### config.mk
export PLATFORM = sky130hd
export DESIGN_NAME = cud_data_path
export DESIGN_NICKNAME = d
export VERILOG_FILES = /design/src/core/cud_pkg.sv /design/src/core/cud_data_path.sv /design/src/core/cud_sync2.sv /design/src/core/cud_fifo.sv
export VERILOG_INCLUDE_DIRS = /design/src /design/src/core
export SDC_FILE = /design/constraint.sdc
export NUM_CORES = 1
export LEC_CHECK = 0
export BUFFER_PORTS_ARGS = -buffer_cell sky130_fd_sc_hd__buf_2
export CAP_MARGIN = 20
export CORE_UTILIZATION = 61
export CTS_CLUSTER_SIZE = 8
export DETAILED_ROUTE_END_ITERATION = 10
export PLACE_DENSITY = 0.91
export SLEW_MARGIN = 10
export SYNTH_ARGS = -nofsm -noshare
export SYNTH_HDL_FRONTEND = slang
export SYNTH_SLANG_ARGS = --single-unit
### constraint.sdc
create_clock -name core_clk -period 4.4 [get_ports core_clk]
set_input_delay 1.32 -clock core_clk [delete_from_list [all_inputs] [get_ports core_clk]]
set_output_delay 1.32 -clock core_clk [all_outputs]
set_load 0.01 [all_outputs]
### src/core/cud_consts.svh
// Purpose: Constants for the card UART data path
// Assumes: 125 MHz core clock
// Notes: Included by the data path and FIFO design files
`ifndef CUD_CONSTS_SVH
`define CUD_CONSTS_SVH
`define CUD_CHAR_ADDR 4'hd
`define CUD_CHAR_RESET 8'h00
`define CUD_FIFO_MAX 4'h8
`define CUD_PERR_MAX 4'h8
`define CUD_BIT_CNT 4'ha
`define CUD_TX_BITS 4'hb
`define CUD_ONE 4'h1
`define CUD_ETU_DEF 16'h0174
`endif

### src/core/cud_pkg.sv
// Purpose: Types for the card UART data path
// Assumes: Nothing
// Notes: States of transmit and receive engines
package cud_pkg;
  typedef enum logic [1:0] {CUD_TX_IDLE, CUD_TX_WAIT, CUD_TX_SEND} cud_tx_e;
  typedef enum logic [1:0] {CUD_RX_IDLE, CUD_RX_BITS, CUD_RX_STOP} cud_rx_e;
endpackage

### src/core/cud_data_path.sv
// Purpose: Character data path of a smart-card UART
// Assumes: Host bus strobes on core_clk; card line open drain
// Notes: Register at one shared address, write transmits, read receives
//
// How it works
// Transmit starts at write strobe when ready
// Waits for extra guard time to expire
// No start while previous character sends
// Host data in direct convention, no reversal
// Sync mode drives transmit lsb onto line
// Sync mode read lsb mirrors line level
// Receive FIFO depth programmable one to eight
// Depth above one interrupts only when full
// T0 parity error discards, counts error
// Counter reaching limit sets flag, interrupt low
// Host reloads limit after count reached
// T1 parity error stored, flag set when counter at limit
// Full flag set when full, cleared by read
// Empty flag held while nothing received
// Shared address, write tx, read rx
// Empty flag clears on first stored character
`include "cud_consts.svh"
module cud_data_path import cud_pkg::*; #(
  parameter int FIFO_DEPTH = 8,
  parameter logic [15:0] ETU_CYCLES = `CUD_ETU_DEF
) (
  // Clock and reset
  input wire logic core_clk,
  input wire logic nrst,
  // Host register port
  input wire logic [3:0] addr,
  input wire logic wr_strobe,
  input wire logic rd_strobe,
  input wire logic [7:0] wdata,
  output logic [7:0] rdata,
  // Configuration
  input wire logic sync_card_select,
  input wire logic protocol_t1,
  input wire logic [3:0] fifo_depth,
  input wire logic [3:0] perr_limit,
  input wire logic perr_limit_load,
  input wire logic guard_expired,
  // Status
  output logic parity_error_flag,
  output logic rx_full_flag,
  output logic fifo_empty_flag,
  output logic tx_busy,
  output logic int_n,
  // Card line
  input wire logic io_in,
  output logic io_out,
  output logic io_oe
);
  cud_tx_e tx_st_r;
  cud_rx_e rx_st_r;
  logic io_s;
  logic [7:0] tx_character_r;
  logic [9:0] tx_sh_r;
  logic [3:0] tx_bits_r;
  logic [15:0] tx_etu_r;
  logic tx_drive_r;
  logic [1:0] tx_echo_r;
  logic sync_bit_r;
  logic [8:0] rx_sh_r;
  logic [3:0] rx_bits_r;
  logic [15:0] rx_etu_r;
  logic rx_parity_bad;
  logic rx_done;
  logic rx_push;
  logic [3:0] perr_cnt_r;
  logic perr_hit;
  logic [3:0] depth_eff;
  logic f_full;
  logic f_empty;
  logic f_in_ready;
  logic f_out_valid;
  logic [7:0] f_data;
  logic host_wr;
  logic host_rd;
  logic rx_full_r;

  // ----------------------------------------
  // Helpers
  // ----------------------------------------
  function automatic logic [3:0] cud_clamp(input logic [3:0] v, input logic [3:0] lim);
    cud_clamp = (v == 4'h0 || v > lim) ? `CUD_ONE : v;
  endfunction

  function automatic logic cud_etu_end(input logic [15:0] c);
    cud_etu_end = (c == ETU_CYCLES - 16'h0001);
  endfunction

  // ----------------------------------------
  // Input sync and decode
  // ----------------------------------------
  cud_sync2 u_sync (
    .core_clk(core_clk),
    .nrst(nrst),
    .d(io_in),
    .q(io_s)
  );

  assign host_wr = wr_strobe && (addr == `CUD_CHAR_ADDR);
  assign host_rd = rd_strobe && (addr == `CUD_CHAR_ADDR);

  // ----------------------------------------
  // Transmit
  // ----------------------------------------
  always_ff @(posedge core_clk) begin
    if (!nrst) begin
      tx_character_r <= `CUD_CHAR_RESET;
    end else if (host_wr && tx_st_r == CUD_TX_IDLE) begin
      tx_character_r <= wdata;
    end
  end

  always_ff @(posedge core_clk) begin
    if (!nrst) begin
      sync_bit_r <= 1'b1;
    end else if (host_wr && sync_card_select) begin
      sync_bit_r <= wdata[0];
    end
  end

  always_ff @(posedge core_clk) begin
    if (!nrst) begin
      tx_st_r <= CUD_TX_IDLE;
      tx_sh_r <= '1;
      tx_bits_r <= 4'h0;
      tx_etu_r <= 16'h0000;
    end else begin
      case (tx_st_r)
        CUD_TX_IDLE: begin
          if (host_wr && !sync_card_select) begin
            tx_st_r <= CUD_TX_WAIT;
          end
        end
        CUD_TX_WAIT: begin
          if (guard_expired && rx_st_r == CUD_RX_IDLE) begin
            tx_st_r <= CUD_TX_SEND;
            tx_sh_r <= {^tx_character_r, tx_character_r, 1'b0};
            tx_bits_r <= 4'h0;
            tx_etu_r <= 16'h0000;
          end
        end
        CUD_TX_SEND: begin
          if (cud_etu_end(tx_etu_r)) begin
            tx_etu_r <= 16'h0000;
            tx_sh_r <= {1'b1, tx_sh_r[9:1]};
            tx_bits_r <= tx_bits_r + `CUD_ONE;
            // Last slot is the released stop bit
            if (tx_bits_r == `CUD_TX_BITS - `CUD_ONE) begin
              tx_st_r <= CUD_TX_IDLE;
            end
          end else begin
            tx_etu_r <= tx_etu_r + 16'h0001;
          end
        end
        default: tx_st_r <= CUD_TX_IDLE;
      endcase
    end
  end

  assign tx_busy = (tx_st_r != CUD_TX_IDLE);

  always_ff @(posedge core_clk) begin
    if (!nrst) begin
      tx_drive_r <= 1'b0;
    end else if (sync_card_select) begin
      tx_drive_r <= host_wr ? !wdata[0] : !sync_bit_r;
    end else begin
      tx_drive_r <= (tx_st_r == CUD_TX_SEND) && !tx_sh_r[0];
    end
  end

  // Open drain, only ever pulls low
  assign io_out = 1'b0;
  assign io_oe = tx_drive_r;

  // ----------------------------------------
  // Own drive echo guard
  // ----------------------------------------
  // Keeps the synced echo of our drive from posing as a start bit
  always_ff @(posedge core_clk) begin
    if (!nrst) begin
      tx_echo_r <= 2'b00;
    end else begin
      tx_echo_r <= {tx_echo_r[0], tx_drive_r};
    end
  end

  // ----------------------------------------
  // Receive
  // ----------------------------------------
  always_ff @(posedge core_clk) begin
    if (!nrst) begin
      rx_st_r <= CUD_RX_IDLE;
      rx_sh_r <= 9'h000;
      rx_bits_r <= 4'h0;
      rx_etu_r <= 16'h0000;
    end else begin
      case (rx_st_r)
        CUD_RX_IDLE: begin
          if (!io_s && !sync_card_select && tx_st_r != CUD_TX_SEND && !tx_drive_r && tx_echo_r == 2'b00) begin
            rx_st_r <= CUD_RX_BITS;
            rx_bits_r <= 4'h0;
            rx_etu_r <= {1'b0, ETU_CYCLES[15:1]};
          end
        end
        CUD_RX_BITS: begin
          if (cud_etu_end(rx_etu_r)) begin
            rx_etu_r <= 16'h0000;
            rx_sh_r <= {io_s, rx_sh_r[8:1]};
            rx_bits_r <= rx_bits_r + `CUD_ONE;
            if (rx_bits_r == `CUD_BIT_CNT - `CUD_ONE) begin
              rx_st_r <= CUD_RX_STOP;
            end
          end else begin
            rx_etu_r <= rx_etu_r + 16'h0001;
          end
        end
        CUD_RX_STOP: begin
          if (io_s) begin
            rx_st_r <= CUD_RX_IDLE;
          end
        end
        default: rx_st_r <= CUD_RX_IDLE;
      endcase
    end
  end

  assign rx_done = (rx_st_r == CUD_RX_BITS) && cud_etu_end(rx_etu_r)
                   && (rx_bits_r == `CUD_BIT_CNT - `CUD_ONE);
  assign rx_parity_bad = ^{io_s, rx_sh_r[8:1]};
  assign rx_push = rx_done && f_in_ready && (protocol_t1 || !rx_parity_bad); // see R9

  // ----------------------------------------
  // Parity error counting
  // ----------------------------------------
  assign perr_hit = rx_done && rx_parity_bad && (perr_cnt_r == `CUD_ONE);

  always_ff @(posedge core_clk) begin
    if (!nrst) begin
      perr_cnt_r <= `CUD_ONE;
    end else if (perr_limit_load) begin
      perr_cnt_r <= cud_clamp(perr_limit, `CUD_PERR_MAX);
    end else if (rx_done && rx_parity_bad && perr_cnt_r > `CUD_ONE) begin
      perr_cnt_r <= perr_cnt_r - `CUD_ONE;
    end
  end

  always_ff @(posedge core_clk) begin
    if (!nrst) begin
      parity_error_flag <= 1'b0;
    end else if (perr_hit) begin
      parity_error_flag <= 1'b1; // see R10
    end else if (perr_limit_load) begin
      parity_error_flag <= 1'b0;
    end
  end

  // ----------------------------------------
  // Receive FIFO and flags
  // ----------------------------------------
  assign depth_eff = cud_clamp(fifo_depth, `CUD_FIFO_MAX);

  cud_fifo #(
    .WIDTH(8),
    .DEPTH(FIFO_DEPTH)
  ) u_fifo (
    .core_clk(core_clk),
    .nrst(nrst),
    .limit(depth_eff),
    .in_valid(rx_push),
    .in_ready(f_in_ready),
    .in_data(rx_sh_r[8:1]),
    .out_valid(f_out_valid),
    .out_ready(host_rd),
    .out_data(f_data),
    .full(f_full),
    .empty(f_empty)
  );

  always_ff @(posedge core_clk) begin
    if (!nrst) begin
      rx_full_r <= 1'b0;
    end else if (f_full && !(host_rd && f_out_valid)) begin
      rx_full_r <= 1'b1;
    end else if (host_rd && f_out_valid) begin
      rx_full_r <= 1'b0;
    end
  end

  assign rx_full_flag = rx_full_r;
  assign fifo_empty_flag = f_empty; // see R14
  assign int_n = !(parity_error_flag || rx_full_r); // see R8

  // ----------------------------------------
  // Host read data
  // ----------------------------------------
  always_ff @(posedge core_clk) begin
    if (!nrst) begin
      rdata <= `CUD_CHAR_RESET;
    end else if (host_rd) begin
      rdata <= sync_card_select ? {7'h00, io_s} : (f_out_valid ? f_data : rdata); // see R6
    end
  end
endmodule

### src/core/cud_sync2.sv
// Purpose: Two flip-flop synchroniser for the card line
// Assumes: Single core clock
// Notes: First stage read only by the second
module cud_sync2 (
  // Clock and reset
  input wire logic core_clk,
  input wire logic nrst,
  // Data
  input wire logic d,
  output logic q
);
  logic meta_r;

  always_ff @(posedge core_clk) begin
    if (!nrst) begin
      meta_r <= 1'b1;
      q <= 1'b1;
    end else begin
      meta_r <= d;
      q <= meta_r;
    end
  end
endmodule

### src/core/cud_fifo.sv
// Purpose: Receive character FIFO with live depth limit
// Assumes: Depth limit between 1 and DEPTH
// Notes: Full follows the programmed limit
`include "cud_consts.svh"
module cud_fifo import cud_pkg::*; #(
  parameter int WIDTH = 8,
  parameter int DEPTH = 8
) (
  // Clock and reset
  input wire logic core_clk,
  input wire logic nrst,
  // Depth limit
  input wire logic [3:0] limit,
  // Fill side
  input wire logic in_valid,
  output logic in_ready,
  input wire logic [WIDTH-1:0] in_data,
  // Drain side
  output logic out_valid,
  input wire logic out_ready,
  output logic [WIDTH-1:0] out_data,
  // Status
  output logic full,
  output logic empty
);
  localparam int AW = $clog2(DEPTH);
  logic [WIDTH-1:0] mem_r [DEPTH];
  logic [AW-1:0] wr_r;
  logic [AW-1:0] rd_r;
  logic [3:0] cnt_r;
  logic push;
  logic pop;

  assign full = (cnt_r >= limit);
  assign empty = (cnt_r == 4'h0);
  assign in_ready = !full;
  assign out_valid = !empty;
  assign push = in_valid && in_ready;
  assign pop = out_valid && out_ready;
  assign out_data = mem_r[rd_r];

  function automatic logic [AW-1:0] cud_inc(input logic [AW-1:0] p);
    cud_inc = (p == AW'(DEPTH - 1)) ? '0 : p + AW'(1);
  endfunction

  always_ff @(posedge core_clk) begin
    if (push) begin
      mem_r[wr_r] <= in_data;
    end
  end

  always_ff @(posedge core_clk) begin
    if (!nrst) begin
      wr_r <= '0;
      rd_r <= '0;
      cnt_r <= 4'h0;
    end else begin
      if (push) begin
        wr_r <= cud_inc(wr_r);
      end
      if (pop) begin
        rd_r <= cud_inc(rd_r);
      end
      cnt_r <= cnt_r + (push ? `CUD_ONE : 4'h0) - (pop ? `CUD_ONE : 4'h0);
    end
  end
endmodule

======== Yosys cells after proc, flatten, opt, wreduce, memory -nomap -nowiden ========
Memory sizes are Yosys's and may differ from the RTL's. A register that Yosys moved wholly into a read port is not among the register bits.
Index checks and enable logic that the tools add are counted.
operators by class
  add/sub/neg operators ................... 9
  $mul .................................... 0
  divide/modulo/power cells ............... 0
  $lt $le $gt $ge ......................... 4
  equal/unequal tests ..................... 22
  shift-type cells ........................ 0
  multiplexer cells ....................... 45
  bitwise gates (word level) .............. 0
  reduce and logical (&&, ||, !) cells .... 58
operator list
  kind                                                   number
  two-way mux 16 bit                                     4
  one-hot mux 16 bit (2 select lines)                    2
  adder 16 x 1 -> 16 bit (second input constant)         2
  equality test 16 x 9 -> 1 bit (second input constant)  2
  two-way mux 4 bit                                      8
  logical AND 1 bit                                      21
  two-way mux 10 bit                                     2
  one-hot mux 10 bit (2 select lines)                    1
  two-way mux 2 bit                                      8
  two-way mux 8 bit                                      2
  one-hot mux 4 bit (2 select lines)                     2
  != test 2 bit (second input constant)                  7
  equality test 4 bit (second input constant)            3
  zero test 4 bit                                        3
  two-way mux 3 bit                                      4
  one-hot mux 2 bit (3 select lines)                     2
  nonzero test 2 bit                                     6
  zero test 1 bit                                        11
  two-way mux 1 bit                                      10
  parity 9 bit                                           1
  adder 4 x 1 -> 4 bit (second input constant)           2
  > comparator 4 bit (second input constant)             2
  AND reduction 2 bit                                    4
  AND reduction 4 bit                                    2
  15 further kinds                                       27
storage, ports and cells
  register bits after elaboration ......... 101
  bits in latches ......................... 0
  bits in writable memories ............... 64
  ROM bits ................................ 0
  input port bits ......................... 29
  output and inout port bits .............. 15
  logic and storage cells ................. 160
  memories ................................ 1
memories
  name          words  width  rd ports  clocked after memory_dff  write ports  line            RTL
  u_fifo.mem_r  8      8      1         1                         1            cud_fifo.sv:27  logic [WIDTH-1:0] mem_r [DEPTH];

======== Depth between registers and ports, before layout ========
  word-level depth ........................ 11
  depth in mapped cells ................... 13
  gate-level depth less buffers ........... 13

======== Cells and area by module ========
Synthesis repeated with hierarchy kept, for this count alone.
second synthesis, totals
  cells, all modules ...................... 730
  area total of the unflattened synthesis .. 7,681.1 um^2
by module, submodules not included
  module         instances  cells each  area an instance (um^2)  seq. area each (um^2)
  cud_data_path  1          543         4,375.4                  1,761.7
  cud_fifo       1          183         3,253.1                  2,182.1
  cud_sync2      1          4           52.6                     40.0

======== Least setup slack after synthesis ========
No wires, ideal clock.
  path type ............................... input port to flip-flop
  from .................................... input port fifo_depth[1]
  to ...................................... memory u_fifo.mem_r[4][0], enable pin
  library setup time ...................... 0.385 ns
  data arrival time ....................... 3.662 ns
  data required time ...................... 4.015 ns
  slack ................................... 0.352 ns
  cell stages on the path ................. 10
  path buffers ............................ 0
  cell sequence ........................... nor2_1 > xnor2_1 > nand2b_1 > ha_1 > nand2b_1 > a21o_1 > a21o_1 > a221oi_4 > nand2b_2 > nor3b_1
between the ends
  word-level cells in the longest chain between the ends .. 10
  elaborated cells between the ends (all ways) .. 11
  those cells by class .................... 2 x order compare; 3 x mux; 6 x reduce/logical
RTL lines
  item                                                   line                  RTL
  start, declared                                        cud_data_path.sv:39   input wire logic [3:0] fifo_depth,
  > comparator 4 bit or zero test 4 bit (tied branches)  cud_data_path.sv:86   cud_clamp = (v == 4'h0 || v > lim) ? `CUD_ONE : v;
  logical OR 1 bit                                       cud_data_path.sv:86
  two-way mux 4 bit (*)                                  cud_data_path.sv:86
  >= comparator 4 bit (*)                                cud_fifo.sv:34        assign full = (cnt_r >= limit);
  zero test 1 bit (*)                                    cud_fifo.sv:36        assign in_ready = !full;
  logical AND 1 bit (2 in series)                        cud_data_path.sv:235  assign rx_push = rx_done && f_in_ready && (protocol_t1 || !rx_parity_bad);
  logical AND 1 bit (*)                                  cud_fifo.sv:38        assign push = in_valid && in_ready;
  net u_fifo.push                                        cud_fifo.sv:31        logic push;
  two-way mux 1 bit (*)                                  cud_fifo.sv:47        if (push) begin
  two-way mux 1 bit (not written as such) (*)            cud_fifo.sv:48        mem_r[wr_r] <= in_data;
  end, declared                                          cud_fifo.sv:27
Mark *: on every way through the listed nets, which the timed path passes. The rest lies on a longest branch.

======== Worst setup path after layout ========
  from .................................... input port fifo_depth[1]
  to ...................................... register u_fifo.cnt_r[1]
between the ends
  word-level cells in the longest chain between the ends .. 11
  elaborated cells between the ends (all ways) .. 12
  those cells by class .................... 2 x add/sub; 2 x order compare; 2 x mux; 6 x reduce/logical
RTL lines
  item                                                   line                  RTL
  > comparator 4 bit or zero test 4 bit (tied branches)  cud_data_path.sv:86
  logical OR 1 bit                                       cud_data_path.sv:86
  two-way mux 4 bit (*)                                  cud_data_path.sv:86
  >= comparator 4 bit (*)                                cud_fifo.sv:34
  zero test 1 bit (*)                                    cud_fifo.sv:36
  logical AND 1 bit (2 in series)                        cud_data_path.sv:235
  logical AND 1 bit (*)                                  cud_fifo.sv:38
  net u_fifo.push                                        cud_fifo.sv:31
  two-way mux 1 bit (*)                                  cud_fifo.sv:64        cnt_r <= cnt_r + (push ? `CUD_ONE : 4'h0) - (pop ? `CUD_ONE : 4'h0);
  adder 4 bit (*)                                        cud_fifo.sv:64
  subtractor 4 bit (*)                                   cud_fifo.sv:64
  end signal, assigned                                   cud_fifo.sv:64
  end, declared                                          cud_fifo.sv:30        logic [3:0] cnt_r;
Marks and branches as above.
A chain may end at the register's enable or synchronous reset.

==> results.toml <==
[clocking]
htreeDepth = 4
post_cts_buffers = 0
clkLatencyLatePin_ns = 0.44
max-clock-path-buffers = 2
cts_sinks = 167
cts.repair.resized = 0
cts_made_buffers = 17
clkTransAtPathRegs_ns = 0.07
cts_tree = "done"
cts-root-buf = "clkbuf_16"
cts_hold_buffers = 0

[sta]
tns_ns = 0
rsz0062_at_grt = "no"
finalCritPeriodShare = 0.830
final-hold-violation-count = 0
final.min_clock_period_ns = 3.65
holdWs_ns = 0.410
skew_ns = 0.0123
setup_viol = 0
slew_headroom = 0.331
fin_ws_ns = 0.747
max_freq_ghz = 0.274
tightest_slew_ns = 1.00
slew_violations = 0

[floorplanning]
die-area_sq_um = 12500
fp-row-count = 39
coreArea_sq_um = 11600
start_util = 0.635
die_w_um = 112
io_pins = 44
die_h_um = 112

[place]
numPortBuffers = 42
place_area_sq_um = 7710
hpwl_um = 11300
gp_congestion = 0.906
place_inst = 846
dp_slack_ns = 0.335

[hold_path]
holdCritPathClass = "flop to flop"
whs_endpoint = "u_sync.q"
hold_path.startpoint = "u_sync.meta_r"
holdPathStages = 1

[power]
p_seq_frac = 0.513
pwr-share-clk = 0.457
p_int_mw = 2.40
p_sw_frac = 0.235
p_switching_uw = 739
finalPower_mw = 3.14
p_leak_nw = 3.10
ir_drop_mv = 0.285
p_comb_frac = 0.030
power_density_nw_per_um2 = 379

[route]
via_count = 5480
drc = 2
vias_per_cell = 6.23
drtAntennaViolNets = 0
routed_wl_um = 16900
dr.first_iter.drc_count = 352
drt_pass1_iterations = 8
wire_per_inst_um = 19.2

[yosys]
synthArstFlopShare = 0
ys_ff_latch = 167
synth.avg_cell_area_sq_um = 10.9
syn_nets = 730
yosys-top-cells-area = "dfxtp_1, edfxtp_1, mux4_2, nor2_1, ha_1"
syn_area_sq_um = 7370
yosysUniqueCellTypes = 67
synth_common_cells = "dfxtp_1, nor2_1, edfxtp_1"
synth_ff_type = "dfxtp_1"
synth_edf_count = 64
synth_top_area_frac = 0.280
yosys.area.top_type = "dfxtp_1"
netlist_instances = 679
seq_area_frac_synth = 0.540
synth_most_common_cell = "dfxtp_1"
ys_warn_count = 0

[setup_path]
r2r_slack_ns = 1.34
rr_endpoint = "u_fifo.cnt_r[1]"
startpoint_type = "input pin"
slowest_stage = "a221oi_4"
rr_worst_depth = 8
crit-reg2reg-launch = "rx_etu_r[0]"
crit_type = "input pin to flop"
path_max_fanout = 7
worstPathRequired_ns = 4.73
critPathMaxStageDelay_ns = 0.50
end_kind = "flop"
arrival_ns = 3.98
crit_chain = "buf_2, nor2_1, xnor2_1, nand2b_1, ha_1, nand2b_1, a21o_1, a21o_1, a221oi_4, ha_1, fa_1, and2_1"

[grt]
gr-total-overflow = 0
grt_pass1_wl_um = 27100
grt_pass1_vias = 5489
antenna_found_initial = 1
grt_max_degree = 56
grt_util_all_layers = 0.283

[flow_run]
cap_violations = 0

[run_status]
status = "finished with violations"
violations = "DRC"

[layout]
postLayoutCoreUtil = 0.715
drive_above_1_share = 0.159
nets = 774
post-route-cell-area_sq_um = 8300
fill_cells = 778
final_cells = 880
syn_to_final_growth_pct = 12.6
==> layout make-up <==
class,count,area (sq um),area share
clock buffers,19,443,0.0534
well taps,143,179,0.0216
clock inverters,13,134,0.0161
repair buffers,52,293,0.0353
inverters,19,71.3,0.00859
diodes,1,2.50,0.000301
multi-input cells,466,3200,0.385
flip-flops and latches,167,3980,0.480
==> power groups by stage <==
stage                     Clock [mW]  Sequential (mW)  Combinational (mW)
after detailed placement           0             1.65              0.0920
after global placement             0             1.65              0.0879
after CTS                       1.44             1.61              0.0934
after floorplan                    0             1.64              0.0604
after global routing            1.50             1.61               0.103
final                           1.44             1.61              0.0945
==> registers in the layout (all words and copies together), names as in the netlist, 3 cells and up, named ones only <==
signal,flops
perr_cnt_r,4
rx_bits_r,4
tx_sh_r,10
tx_character_r,8
rx_etu_r,16
tx_etu_r,16
u_fifo.rd_r,3
tx_bits_r,4
rdata,8
u_fifo.cnt_r,4
u_fifo.mem_r,64
u_fifo.wr_r,3
rx_sh_r,8
==> cells in the final DEF, fill, tap and decap left out, types with 12 or more instances in the layout <==
cell type    n
edfxtp_1    64
inv_1       18
nand2_1     63
clkbuf_16   17
mux4_2      16
o21ai_0     12
xnor2_1     21
xor2_1      15
nor3_1      24
nor2_1      88
dfxtp_1    103
buf_2       42
a21oi_1     38
mux2i_1     20
nand3_1     13
ha_1        21
==> worst max-delay path, delay by kind of cell <==
kind	cells	cell delay, ns
compound gates	3	0.90
xor+xnor	1	0.14
fa+ha+maj	3	0.97
buf+inv	1	0.11
simple gates	4	0.55
==> routing by layer <==
metal | track usage | share of wire | vias to the layer above
met5 | 0 | 0 | -
met4 | 0.136 | 0.032 | 0
met3 | 0.0675 | 0.063 | 52
met2 | 0.487 | 0.51 | 206
met1 | 0.334 | 0.40 | 2664
li1 | - | - | 2558
==> cell families after synthesis <==
kind of cell | synth area share
mux | 0.0760
other cells | 0.000509
buf+inv | 0.0261
simple gates | 0.183
xor+xnor | 0.0458
fa+ha+maj | 0.0384
flops | 0.540
compound gates | 0.0901
==> worst max path at each step <==
stage | start | end
after global routing | fifo_depth[1] | u_fifo.cnt_r[1]
after global placement | fifo_depth[1] | u_fifo.cnt_r[1]
final | fifo_depth[1] | u_fifo.cnt_r[1]
after detailed placement | fifo_depth[1] | u_fifo.cnt_r[1]
after floorplan | fifo_depth[1] | u_fifo.mem_r[4][0]
after CTS | fifo_depth[1] | u_fifo.cnt_r[1]
Power figures use the tool's default switching activity.
